<file path="src/rtl/slpg_pkg.sv">
package slpg_pkg;
  // Clock rate
  localparam int unsigned CLK_HZ = 40_000_000;
  localparam int unsigned CYC_PER_MS = CLK_HZ / 1000;
  // Pattern times in ms
  localparam int unsigned SLOW_BLINK_MS = 600;
  localparam int unsigned DPULSE_MS = 75;
  localparam int unsigned DPULSE_GAP_MS = 3000;
  localparam int unsigned XFER_WAIT_MS = 1000;
  localparam int unsigned XFER_FLASH_MS = 500;
  localparam int unsigned COL_PHASE_MS = 50;
  // Double-pulse phase boundaries in ms
  localparam int unsigned DP_OFF1_MS = DPULSE_MS;
  localparam int unsigned DP_ON2_MS = 2 * DPULSE_MS;
  localparam int unsigned DP_OFF2_MS = 3 * DPULSE_MS;
  localparam int unsigned DP_END_MS = 3 * DPULSE_MS + DPULSE_GAP_MS;
  localparam int unsigned MS_W = 12;

  // Network-status conditions from the control logic
  typedef struct packed {
    logic carrier_off;
    logic sleep;
    logic alarm;
    logic sim_absent;
    logic pin_missing;
    logic net_search;
    logic user_auth;
    logic net_login;
    logic ctx_active;
    logic xfer_active;
    logic pkt_exchanged;
    logic voice_connected;
    logic data_connected;
    logic data_setup;
  } slpg_net_t;

  typedef enum logic [2:0] {
    SLPG_OFF, SLPG_SLOW, SLPG_DPULSE, SLPG_XFER, SLPG_STEADY
  } slpg_mode_t;
endpackage

</file>
<file path="src/rtl/slpg_top.sv">
`timescale 1ns/10ps
// Overview of operation
// - Network lamp dark when carrier off, sleeping or in alarm.
// - Searching or registering conditions blink lamp 600 ms on, 600 ms off.
// - Active contexts give on 75, off 75, on 75, off 3 s.
// - During transfer, lamp lights within 1 s after packets exchanged.
// - Each transfer flash lasts about 0.5 s.
// - Voice call connected keeps lamp steadily lit.
// - Data call connected or setting up/tearing down keeps lamp lit.
// - Active-low collision lamp toggles 50 ms high, 50 ms low while active.
// - Active-low speed lamp low whenever 100 Mbit/s selected.
module slpg_top #(
  parameter int unsigned MS_CYCLES = slpg_pkg::CYC_PER_MS
) (
  // Clock and reset
  input wire logic ref_clk,
  input wire logic reset_n,
  // Status inputs
  input wire slpg_pkg::slpg_net_t net_in,
  input wire logic collision,
  input wire logic speed_100,
  // Lamp outputs
  output logic net_lamp,
  output logic collision_lamp_n,
  output logic speed_lamp_n
);
  import slpg_pkg::*;

  // Width of the prescaler count
  localparam int unsigned PRE_W = $clog2(MS_CYCLES + 1);

  // Millisecond prescaler state
  logic [PRE_W-1:0] pre_r, pre_nxt;
  logic ms_tick;

  // Network lamp pattern state
  slpg_mode_t mode_r, mode_nxt;
  logic [MS_W-1:0] ms_r, ms_nxt;
  logic flash_r, flash_nxt;
  logic pend_r, pend_nxt;
  logic net_lamp_r, net_lamp_nxt;

  // Priority decode of the status inputs
  slpg_mode_t mode_sel;
  logic searching, blocked, call_on;

  // Collision lamp state
  logic [MS_W-1:0] col_ms_r, col_ms_nxt;
  logic col_ph_r, col_ph_nxt;
  logic col_n_r, col_n_nxt;

  // Speed lamp state
  logic spd_n_r, spd_n_nxt;

  // Millisecond tick from a free-running prescaler
  // Never restarted, so the first ms of a phase may be short
  assign ms_tick = (pre_r == PRE_W'(MS_CYCLES - 1));
  always_comb begin
    pre_nxt = ms_tick ? '0 : pre_r + PRE_W'(1);
  end

  // Prescaler register
  always_ff @(posedge ref_clk or negedge reset_n) begin
    if (!reset_n) begin
      pre_r <= '0;
    end else begin
      pre_r <= pre_nxt;
    end
  end

  // Mode selection by priority
  always_comb begin
    blocked = net_in.carrier_off | net_in.sleep | net_in.alarm;
    searching = net_in.sim_absent | net_in.pin_missing | net_in.net_search |
                net_in.user_auth | net_in.net_login;
    // Data call setup and teardown count as a call
    call_on = net_in.voice_connected | net_in.data_connected | net_in.data_setup;
    // Blocking states win over any call or transfer
    if (blocked) begin
      mode_sel = SLPG_OFF;
    end else if (call_on) begin
      mode_sel = SLPG_STEADY;
    end else if (net_in.xfer_active) begin
      mode_sel = SLPG_XFER;
    end else if (net_in.ctx_active) begin
      mode_sel = SLPG_DPULSE;
    end else if (searching) begin
      mode_sel = SLPG_SLOW;
    end else begin
      mode_sel = SLPG_OFF;
    end
  end

  // Pattern timers and network lamp
  // Slow blink: 1200 ms period, lit in its first half
  // Double pulse: two short pulses, then a long dark gap
  // Transfer: one flash per packet seen while no flash runs
  // The lamp is registered from mode_r, two cycles behind the decode
  always_comb begin
    mode_nxt = mode_sel;
    ms_nxt = ms_r;
    flash_nxt = flash_r;
    pend_nxt = pend_r;
    net_lamp_nxt = 1'b0;
    // Every mode change restarts its pattern from the top
    if (mode_sel != mode_r) begin
      ms_nxt = '0;
      flash_nxt = 1'b0;
      pend_nxt = 1'b0;
    end else if (ms_tick) begin
      ms_nxt = ms_r + MS_W'(1);
    end
    unique case (mode_r)
      SLPG_OFF: begin
        net_lamp_nxt = 1'b0;
      end
      SLPG_SLOW: begin
        if (ms_tick && ms_r == MS_W'(2 * SLOW_BLINK_MS - 1)) begin
          ms_nxt = '0;
        end
        net_lamp_nxt = (ms_r < MS_W'(SLOW_BLINK_MS));
      end
      SLPG_DPULSE: begin
        if (ms_tick && ms_r == MS_W'(DP_END_MS - 1)) begin
          ms_nxt = '0;
        end
        net_lamp_nxt = (ms_r < MS_W'(DP_OFF1_MS)) ||
                       (ms_r >= MS_W'(DP_ON2_MS) && ms_r < MS_W'(DP_OFF2_MS));
      end
      SLPG_XFER: begin
        // Packets seen during a flash are not queued
        if (net_in.pkt_exchanged && !flash_r && !pend_r) begin
          pend_nxt = 1'b1;
        end
        // Light as soon as a packet is seen, well within the limit
        if (pend_r) begin
          pend_nxt = 1'b0;
          flash_nxt = 1'b1;
          ms_nxt = '0;
        end else if (flash_r && ms_tick && ms_r == MS_W'(XFER_FLASH_MS - 1)) begin
          flash_nxt = 1'b0;
        end
        net_lamp_nxt = flash_r;
      end
      SLPG_STEADY: begin
        // Lit for as long as the call lasts
        net_lamp_nxt = 1'b1;
      end
      default: begin
        // Unused mode codes keep the lamp dark
        net_lamp_nxt = 1'b0;
      end
    endcase
  end

  // Pattern registers
  always_ff @(posedge ref_clk or negedge reset_n) begin
    if (!reset_n) begin
      mode_r <= SLPG_OFF;
      ms_r <= '0;
      flash_r <= 1'b0;
      pend_r <= 1'b0;
      net_lamp_r <= 1'b0;
    end else begin
      mode_r <= mode_nxt;
      ms_r <= ms_nxt;
      flash_r <= flash_nxt;
      pend_r <= pend_nxt;
      net_lamp_r <= net_lamp_nxt;
    end
  end

  // Collision and speed lamps
  always_comb begin
    col_ms_nxt = col_ms_r;
    col_ph_nxt = col_ph_r;
    // Counter and phase held at zero while no collision
    if (!collision) begin
      col_ms_nxt = '0;
      col_ph_nxt = 1'b0;
    end else if (ms_tick) begin
      if (col_ms_r == MS_W'(COL_PHASE_MS - 1)) begin
        col_ms_nxt = '0;
        col_ph_nxt = ~col_ph_r;
      end else begin
        col_ms_nxt = col_ms_r + MS_W'(1);
      end
    end
    // First phase of a collision is lit
    col_n_nxt = collision ? col_ph_r : 1'b1;
  end

  // Collision registers; idle is dark at phase zero
  always_ff @(posedge ref_clk or negedge reset_n) begin
    if (!reset_n) begin
      col_ms_r <= '0;
      col_ph_r <= 1'b0;
      col_n_r <= 1'b1;
    end else begin
      col_ms_r <= col_ms_nxt;
      col_ph_r <= col_ph_nxt;
      col_n_r <= col_n_nxt;
    end
  end

  // Speed lamp, lit low at 100 Mbit/s
  always_comb begin
    spd_n_nxt = ~speed_100;
  end

  // Speed register
  always_ff @(posedge ref_clk or negedge reset_n) begin
    if (!reset_n) begin
      spd_n_r <= 1'b1;
    end else begin
      spd_n_r <= spd_n_nxt;
    end
  end

  // Registered lamp outputs
  assign net_lamp = net_lamp_r;
  assign collision_lamp_n = col_n_r;
  assign speed_lamp_n = spd_n_r;
endmodule

</file>
<file path="config.mk">
export PLATFORM = sky130hd
export DESIGN_NAME = slpg_top
export DESIGN_NICKNAME = d
export VERILOG_FILES = /design/src/rtl/slpg_pkg.sv /design/src/rtl/slpg_top.sv
export SDC_FILE = /design/constraint.sdc
export NUM_CORES = 1
export LEC_CHECK = 0
export ABC_AREA = 1
export BUFFER_PORTS_ARGS = -buffer_cell sky130_fd_sc_hd__buf_2
export CORE_UTILIZATION = 35
export DETAILED_ROUTE_END_ITERATION = 8
export PLACE_DENSITY = 0.62
export SYNTH_ARGS = -nofsm -noshare
export SYNTH_HDL_FRONTEND = slang
export SYNTH_SLANG_ARGS = --single-unit
</file>
<file path="constraint.sdc">
create_clock -name ref_clk -period 3.5 [get_ports ref_clk]
set_input_delay 0.35 -clock ref_clk [delete_from_list [all_inputs] [get_ports ref_clk]]
set_output_delay 0.35 -clock ref_clk [all_outputs]
set_load 0.03 [all_outputs]
</file>
==> metrics.txt, run 1 <==
Die ar.=~9000 µm²; drt wl/cell=roughly 11 µm; first-pass GRT wire length=between 10,000 and 15,000 µm; Post-Syn Instances=413; largest net degree at the start of global routing=32; share of the synthesized area in the top cell type=39.04%; drt drc=0; Worst Path Arrival=2.10 ns; Num CTS Buffers=5; Synth Area per Inst=around 7.3 µm²; H-tree levels=2; Area Overhead vs Synth=9.510%; Die H=around 95 µm; status=finished with violations; boundary pin count=21; drt pass-1 iters=5; commonest non-fill, non-tap cell in the layout=nand2_1; Clock Sinks=approximately 50; Buf/Inv on CP=1; count of pins over their slew limit=0; Synth area leader=dfrtp_1; Max VDD drop=between 0.1 and 0.15 mV; Critical Path, Cell by Cell=ha_1, nand3_1, inv_2, nand4_1, nor3_4, or2_2, nand2_1, nor2_1; sequential area share after synthesis=approximately 41%; top cell family by delay on the critical path=simple AND/OR/NAND/NOR gates; Fin Hold WS=-0.01903 ns; CP max stage delay=approximately 0.44 ns; Yosys reg bits=49; failing checks=negative hold slack; Post-DP HPWL=about 4500 µm; most frequent cells in the layout=nand2_1 (93), nor2_1 (83), inv_1 (53), dfrtp_1 (47), nand3_1 (31); Worst Path Required=approximately 3.7 ns; P per Cell Area=between 300 and 400 nW/µm²; initial antenna violation count=0; # fillers=around 870; CP max FO=16; # rows=33; syn nets=about 440; Longest Clk Path Bufs=2; relative slew slack=65.75%; CP Launch Type=register; ranking of synthesized cells by area=dfrtp_1 (39%), nand2_1 (12%), nor2_1 (10%); CTS tree=done; vias in the first global route=roughly 2,400; f_max=approximately 530 MHz; Post-CTS Setup Inserts=0; Worst-path clk slew=0.10 ns; antenna viol nets, final=0; GRT Util Overall=14.81%; total congestion overflow=0; Crit. End Element=register; Post-Place Worst Slack=around 1.6 ns; # diodes=0; mapped cell area=between 3000 and 4000 µm²; Leak=approximately 1.6 nW; Synth cell types=34; smallest setup slack after layout=1.626 ns; Max Cap Viol=0; Routed WL=5977 µm; Initial Utilization=a little over a third; Worst-Margin Slew=0.5121 ns; setup TNS=0 ns; setup violators final=0; Hold WC Path Type=primary input to asynchronous set/reset pin; clk root buf=clkbuf_8; post-CTS resize count=0; critical path class=register to register; unrepaired setup endpoints after global routing=no; Die X=~95 µm; CP max-delay cell=nor3_4; vias per cell=~4.8; gp weighted congestion=between 0.8 and 0.9; Yosys Warn Count=0; nets@finish=459; worst skew pair latency=between 0.3 and 0.4 ns; I/O Buffers=20; CTS Hold Buffers Added=0; Final min period=1.874 ns; Clock Skew=0.01142 ns; Core Box Area=8258 µm²; DR vias=2,599; Initial DRC Count=171; share of cells above drive strength 1=around 10%; Final Hold Vio Count=18; final period utilization=a little over half
## report_power, final
part	switching, W	internal [W]
combinational	0.0000413	0.0000175
clock	0.000191	0.000212
sequential	0.00000217	0.000572
## kinds of logic after synthesis
logic type / share of synthesized area [%]
AO/OA/AOI/OAI: 6.520
adder cells (fa/ha/maj): 2.492
AND/OR/NAND/NOR: 34.55
buffers and inverters: 8.970
XOR/XNOR: 6.686
flip-flops: 40.78
## state kept, by name, indices dropped and copies added (netlist names)
name,count
pend_r,1
flash_r,1
net_lamp,1
col_ph_r,1
collision_lamp_n,1
col_ms_r,12
pre_r,16
speed_lamp_n,1
ms_r,12
mode_r,3
## worst reg2reg max path, stage by stage (launching register included)
cell and delay (ns):
dfrtp_1 0.41, ha_1 0.23, nand3_1 0.15, inv_2 0.10, nand4_1 0.13, nor3_4 0.44
or2_2 0.20, nand2_1 0.05, nor2_1 0.09
## routing by layer
metal	GRT usage [%]	share of wire (%)	wire, µm	vias up
li1	-	-	-	1343
met1	20.23	49	2900	1171
met3	2.979	5.1	307	12
met2	23.44	45	2674	73
met5	0	0	0	-
met4	4.672	1.6	95	0
## path summary, 6_finish.rpt
check                               start          endpoint  slack (ns)  cells after the start
worst max register to register   pre_r[0]          ms_r[11]        1.63                      8
min in group ref_clk            speed_100      speed_lamp_n        0.15                      2
max in group asynchronous         reset_n      speed_lamp_n        2.73                      2
worst max-delay path             pre_r[0]          ms_r[11]        1.63                      8
worst min-delay path              reset_n          net_lamp       -0.02                      1
worst min register to register   col_ph_r  collision_lamp_n        0.50                      2
## layout make-up
type,instances,area [µm²],share of cell area (%)
Multi-Input combinational cell,302,1514,45.89
Tap cell,105,131.4,3.982
Inverter,56,210.2,6.371
Timing Repair Buffer,21,107.6,3.261
Clock inverter,2,35.03,1.062
Sequential cell,49,1229,37.24
Clock buffer,6,72.57,2.199
## stage by stage
stage / total power (W) / hold WS [ns] / instances / utilization [%] / area (µm²)
global placement: 0.0006450 / 0.3220 / 533 / 38.65 / 3192
global route: 0.001086 / 0.006898 / 541 / 39.95 / 3299
CTS: 0.001055 / 0.006296 / 541 / 39.95 / 3299
detailed placement: 0.0006460 / 0.3409 / 533 / 38.65 / 3192
finish: 0.001036 / -0.01903 / 541 / 39.95 / 3299
floorplan: 0.0006190 / 0.05441 / 413 / - / 3013
## synth_stat cells
| master | instances |
|---|---|
| nand3b_1 | 1 |
| nor3_1 | 10 |
| buf_12 | 1 |
| buf_2 | 1 |
| nor3_4 | 1 |
| inv_1 | 53 |
| clkbuf_2 | 1 |
| buf_4 | 1 |
| nand4_1 | 7 |
| o22ai_1 | 2 |
| o21ai_1 | 2 |
| xnor2_1 | 2 |
| nand3_1 | 31 |
| nand2_4 | 3 |
| nor2_2 | 1 |
| dfstp_2 | 2 |
| nor3_2 | 1 |
| buf_6 | 2 |
| or2_2 | 1 |
| nor4_1 | 2 |
| a21oi_1 | 5 |
| a31oi_1 | 2 |
| nand2_2 | 2 |
| dfrtp_1 | 47 |
| nor2_1 | 83 |
| xor2_1 | 21 |
| inv_2 | 3 |
| o21ai_4 | 1 |
| o31ai_1 | 2 |
| ha_1 | 6 |
| nand2_1 | 93 |
| nor3b_1 | 1 |
| o21ai_0 | 21 |
| nor3b_4 | 1 |
Note: power is estimated with default switching activity, not from simulation.
==> inputs of run 2 (changes only) <==
PLACE_DENSITY = 0.64   (was 0.62)
clock period = 1.7 ns   (was 3.5 ns; I/O delays follow)
==> run 2 against run 1 <==
The flow now finishes without violations. Count of clock-buffer cells in the layout did not move. Power rose by 100%. Flip-flop and latch count did not move. Routed wire length rose by 12%. Sequential power rose by 110%. Critical path depth rose by 4. Critical endpoint is now ms_r[0].
==> metrics.txt, run 2 (synthesis gave the netlist of run 1 again) <==
status=complete, no violations; Clock Sinks=49; I/O Buffers=20; Die H=approximately 95 µm; gp weighted congestion=just over 0.8; Worst Path Required=between 1.5 and 2 ns; Core Box Area=just over 8000 µm²; Worst-path clk slew=about 0.090 ns; count of pins over their slew limit=0; critical path class=register to register; share of cells above drive strength 1=between 20% and 30%; largest registers=pre_r x16, col_ms_r x12, ms_r x12; Top reg by flops=pre_r; Initial Utilization=between 30% and 40%; largest net degree at the start of global routing=26; antenna viol nets, final=0; P per Cell Area=around 570 nW/µm²; Die ar.=around 9000 µm²; CP max FO=6; DR vias=between 2,000 and 3,000; Critical Path, Cell by Cell=inv_2, ha_4, nand2_2, nor2_2, nand3_1, nor2_1, nand3_1, nand2_1, nand3_2, nand2_4, clkbuf_16, nor2_1; unrepaired setup endpoints after global routing=yes; most frequent cells in the layout=nand2_1 (91), nor2_1 (68), inv_1 (50), dfrtp_1 (47), nand3_1 (29); CP max-delay cell=dfrtp_1; Post-DP HPWL=4909 µm; Crit. End Element=register; final period utilization=95.20%; total congestion overflow=0; vias per cell=roughly 4.7; Worst-Margin Slew=about 0.6 ns; Initial DRC Count=approximately 110; setup violators final=0; Leak=1.762 nW; Die X=roughly 95 µm; f_max=617.9 MHz; commonest non-fill, non-tap cell in the layout=nand2_1; Area Overhead vs Synth=22.88%; drt drc=0; max reg flops=16; Clock Skew=about 0.0065 ns; Worst Path Arrival=1.82 ns; Fin Hold WS=roughly 0.12 ns; Num CTS Buffers=5; Core Util, Final=approximately 45%; GRT Util Overall=about 16%; CTS tree=done; drt pass-1 iters=4; Final min period=roughly 1.6 ns; Max VDD drop=~0.3 mV; H-tree levels=2; Routed WL=6697 µm; drt wl/cell=approximately 12 µm; boundary pin count=21; Hold WC Path Type=primary input to register; relative slew slack=about three fifths; Longest Clk Path Bufs=2; clk root buf=clkbuf_8; Final Hold Vio Count=0; # diodes=0; CP Launch Type=register; nets@finish=490; CP max stage delay=between 0.4 and 0.5 ns; worst skew pair latency=~0.30 ns; first-pass GRT wire length=~11,000 µm; vias in the first global route=between 2,000 and 3,000; # rows=33; initial antenna violation count=0; Max Cap Viol=0
run 2: layout make-up:
| class | count | area (µm²) |
|---|---|---|
| clock buffers | 6 | 82.58 |
| clock inverters | 2 | 17.52 |
| inverters | 56 | 210.2 |
| repair buffers | 52 | 404.1 |
| flip-flops and latches | 49 | 1229 |
| well taps | 105 | 131.4 |
| multi-input cells | 302 | 1628 |
| fillers | 818 | 4556 |
run 2: per-stage QoR:
stage / setup TNS, ns / total power [W] / setup WS (ns) / instance area [µm²] / instances
after detailed placement: 0 / 0.001346 / 0.009059 / 3344 / 550
after CTS: 0 / 0.002111 / 0.0001537 / 3465 / 560
final: 0 / 0.002096 / 0.08168 / 3702 / 572
after global placement: 0 / 0.001344 / 0.09257 / 3344 / 550
after global routing: -0.7152 / 0.002193 / -0.06575 / 3702 / 572
after floorplan: 0 / 0.001274 / 0.1596 / 3013 / 413
run 2: worst paths after layout:
check	start	to	slack, ns	cells after the start
max	ms_r[1]	ms_r[0]	0.08	12
min	net_in[3]	pend_r	0.12	3
max reg2reg	ms_r[1]	ms_r[0]	0.08	12
min reg2reg	col_ph_r	collision_lamp_n	0.50	2
max in group asynchronous	reset_n	ms_r[5]	0.65	3
min in group asynchronous	reset_n	pre_r[9]	0.42	2
run 2: layer usage:
| layer | vias to the layer above | wire length, µm | GRT usage [%] |
|---|---|---|---|
| met4 | 0 | 153 | 5.303 |
| met1 | 1222 | 3167 | 20.26 |
| li1 | 1405 | - | - |
| met2 | 52 | 3110 | 26.14 |
| met3 | 16 | 266 | 3.543 |
| met5 | - | 0 | 0 |
run 2: worst max-delay path: cells and delay by family, from the launching register on:
| family | cells | cell delay [ns] |
|---|---|---|
| simple gates | 9 | 0.70 |
| buf+inv | 2 | 0.25 |
| flops | 1 | 0.44 |
| fa+ha+maj | 1 | 0.13 |
run 2: where the power goes:
part	internal (W)	leakage, nW	switching (W)	total (W)
Clock	0.000339	0.0518	0.000411	0.000750
Combinational	0.0000641	1.05	0.000101	0.000165
Sequential	0.00118	0.661	0.00000428	0.00118
run 2: repair_timing:
action / in CTS / in global routing
hold endpoints to repair: 22 / 0
hold buffers: 2 / 0
endpoints found under the setup margin: 0 / 22
buffers inserted: 0 / 11
gates resized for setup: 0 / 36
==> inputs of run 3 (changes only) <==
BUFFER_PORTS_ARGS = default   (was -buffer_cell sky130_fd_sc_hd__buf_2)
DONT_BUFFER_PORTS = 1   (was default)
PLACE_DENSITY = 0.62   (was 0.64)
==> run 3 against run 2 <==
Non-clock buffer count decreased by 23. Design area is 5.1% lower. Maximum frequency rose by 0.40%. Sequential power about the same. Core utilization shrank 2.3 points. Critical path type unchanged.
==> metrics.txt, run 3 (synthesis gave the netlist of run 1 again) <==
status=complete, no violations; Layout Cells excl Fill=about 550; Num CTS Buffers=5; Sequential Power Share=a little under three fifths; relative slew slack=approximately three quarters; critical path class=register to register; Clock Skew=0.01078 ns; # rows=33; Area Overhead vs Synth=16.57%; Final Hold Vio Count=0; R2R depth=12; reg2reg start=ms_r[0]; nets@finish=467; drt wl/cell=approximately 12 µm; Die H=~95 µm; CP max stage delay=about 0.44 ns; Initial Utilization=a little over a third; placed insts=about 530; Post-DP HPWL=4697 µm; Worst Path Arrival=approximately 1.8 ns; Max VDD drop=0.3108 mV; vias per cell=4.823; setup violators final=0; H-tree levels=2; gp weighted congestion=about 0.90; Worst Path Required=1.90 ns; antenna viol nets, final=0; commonest non-fill, non-tap cell in the layout=nand2_1; share of cells above drive strength 1=roughly an eighth; GRT Util Overall=~16%; Comb pwr share=under 10%; CP Launch Type=register; Clock Sinks=49; Hold Path Sink=pend_r; CTS tree=done; Routed met3 length=around 230 µm; worst skew pair latency=around 0.31 ns; Top Layer Used=met4; Worst-Margin Slew=approximately 0.35 ns; # fillers=883; P per Cell Area=~610 nW/µm²; switch share=between 20% and 30%; max reg flops=16; Longest Clk Path Bufs=2; # diodes=0; f_max=620.4 MHz; final period utilization=94.82%; Critical Path, Cell by Cell=inv_2, ha_1, nand2_1, nor2_1, nand3_1, nor2_1, nand3_1, nand2_1, nand3_1, nand2_2, buf_12, nor2_1; Die X=around 95 µm; CP max-delay cell=dfrtp_1; Setup crit start=ms_r[0]; Clock power frac=39.4%; Initial DRC Count=between 70 and 80; min-delay src=net_in[3]; Final min period=roughly 1.6 ns; clk root buf=clkbuf_8; I/O Buffers=0; Die ar.=between 8000 and 9000 µm²; vias in the first global route=2,509; CP max FO=12; Area after DPL=between 3000 and 4000 µm²; Finished Cell Area=between 3000 and 4000 µm²; Min-Delay Path Depth=2; reg2reg setup slack=roughly 0.09 ns; Worst-path clk slew=approximately 0.09 ns; R2R Path End=ms_r[3]; area occupied by multi-input gates=1563 µm²; Hold WC Path Type=primary input to register; drt drc=0; met2 WL post-DR=3085 µm; internal power=approximately 0.0017 W; Leak=1.665 nW; Crit. End Element=register; largest net degree at the start of global routing=50; largest registers=pre_r x16, col_ms_r x12, ms_r x12; Max Cap Viol=0; most frequent cells in the layout=nand2_1 (92), nor2_1 (81), inv_1 (52), dfrtp_1 (47), nand3_1 (30); sw power=roughly 0.00049 W; boundary pin count=21; DR vias=about 2,600; first-pass GRT wire length=11,050 µm; Core Util, Final=42.53%; initial antenna violation count=0; total congestion overflow=0; drt pass-1 iters=4; Core Box Area=between 8000 and 9000 µm²; met1 wire length=roughly 3000 µm; Register Area=around 1200 µm²; count of pins over their slew limit=0; Top reg by flops=pre_r; Routed WL=6399 µm
==> run 3: cell types whose count changed in the layout (fill, tap and decap cells not counted), sizes merged <==
| cell | previous run | this run |
|---|---|---|
| clkbuf | 7 | 6 |
| bufinv | 0 | 1 |
| buf | 49 | 27 |
| inv | 57 | 56 |
==> run 3: area by class of cell <==
cell class | instances | share of cell area, %
clock inverters | 2 | 1.104
repair buffers | 29 | 7.624
multi-input cells | 302 | 44.50
inverters | 56 | 5.985
clock buffers | 6 | 2.066
flip-flops and latches | 49 | 34.98
well taps | 105 | 3.741
==> run 3: what timing repair did <==
| action | 4_1_cts | 5_1_grt |
|---|---|---|
| setup endpoints to repair | 0 | 21 |
| resized for setup | 0 | 11 |
| setup buffers | 0 | 7 |
| hold endpoints to repair | 50 | 0 |
| hold buffers | 3 | 0 |
==> run 3: worst max-delay path by stage <==
stage	slack, ns	end	depth (start not counted)
2_1_floorplan	0.16	ms_r[6]	9
3_3_place_gp	0.1	col_ms_r[5]	7
3_5_place_dp	0.03	col_ms_r[5]	7
4_1_cts	0.03	col_ms_r[5]	7
5_1_grt	-0.02	ms_r[5]	12
6_report	0.09	ms_r[3]	12
==> run 3: power by group through the flow <==
stage / registers (W) / logic, W / clock network (W)
floorplan: 0.00122 / 0.0000586 / 0
global placement: 0.00122 / 0.0000750 / 0
detailed placement: 0.00122 / 0.0000764 / 0
CTS: 0.00119 / 0.000113 / 0.000883
global route: 0.00120 / 0.000132 / 0.000917
finish: 0.00119 / 0.000114 / 0.000849
==> run 3: per-layer routing <==
layer | GRT usage (%) | up-vias
li1 | - | 1359
met2 | 26.08 | 47
met4 | 5.177 | 0
met3 | 3.221 | 11
met5 | 0 | -
met1 | 20.03 | 1231
==> run 3: critical path, delay by kind of cell, from the launching register on <==
| kind | cells | cell delay, ns |
|---|---|---|
| and+or+nand+nor | 9 | 0.72 |
| adders and majority gates | 1 | 0.14 |
| buffers and inverters | 2 | 0.21 |
| DFF | 1 | 0.44 |
==> run 3: per-stage QoR <==
| step | power, W | hold WS, ns | setup TNS (ns) | setup WS (ns) |
|---|---|---|---|---|
| floorplan | 0.001274 | -0.1256 | 0 | 0.1596 |
| global placement | 0.001292 | -0.1230 | 0 | 0.09648 |
| detailed placement | 0.001293 | -0.1231 | 0 | 0.03479 |
| CTS | 0.002190 | 0.01668 | 0 | 0.02798 |
| global route | 0.002244 | 0.04025 | -0.1181 | -0.01828 |
| finish | 0.002156 | 0.02913 | 0 | 0.08813 |
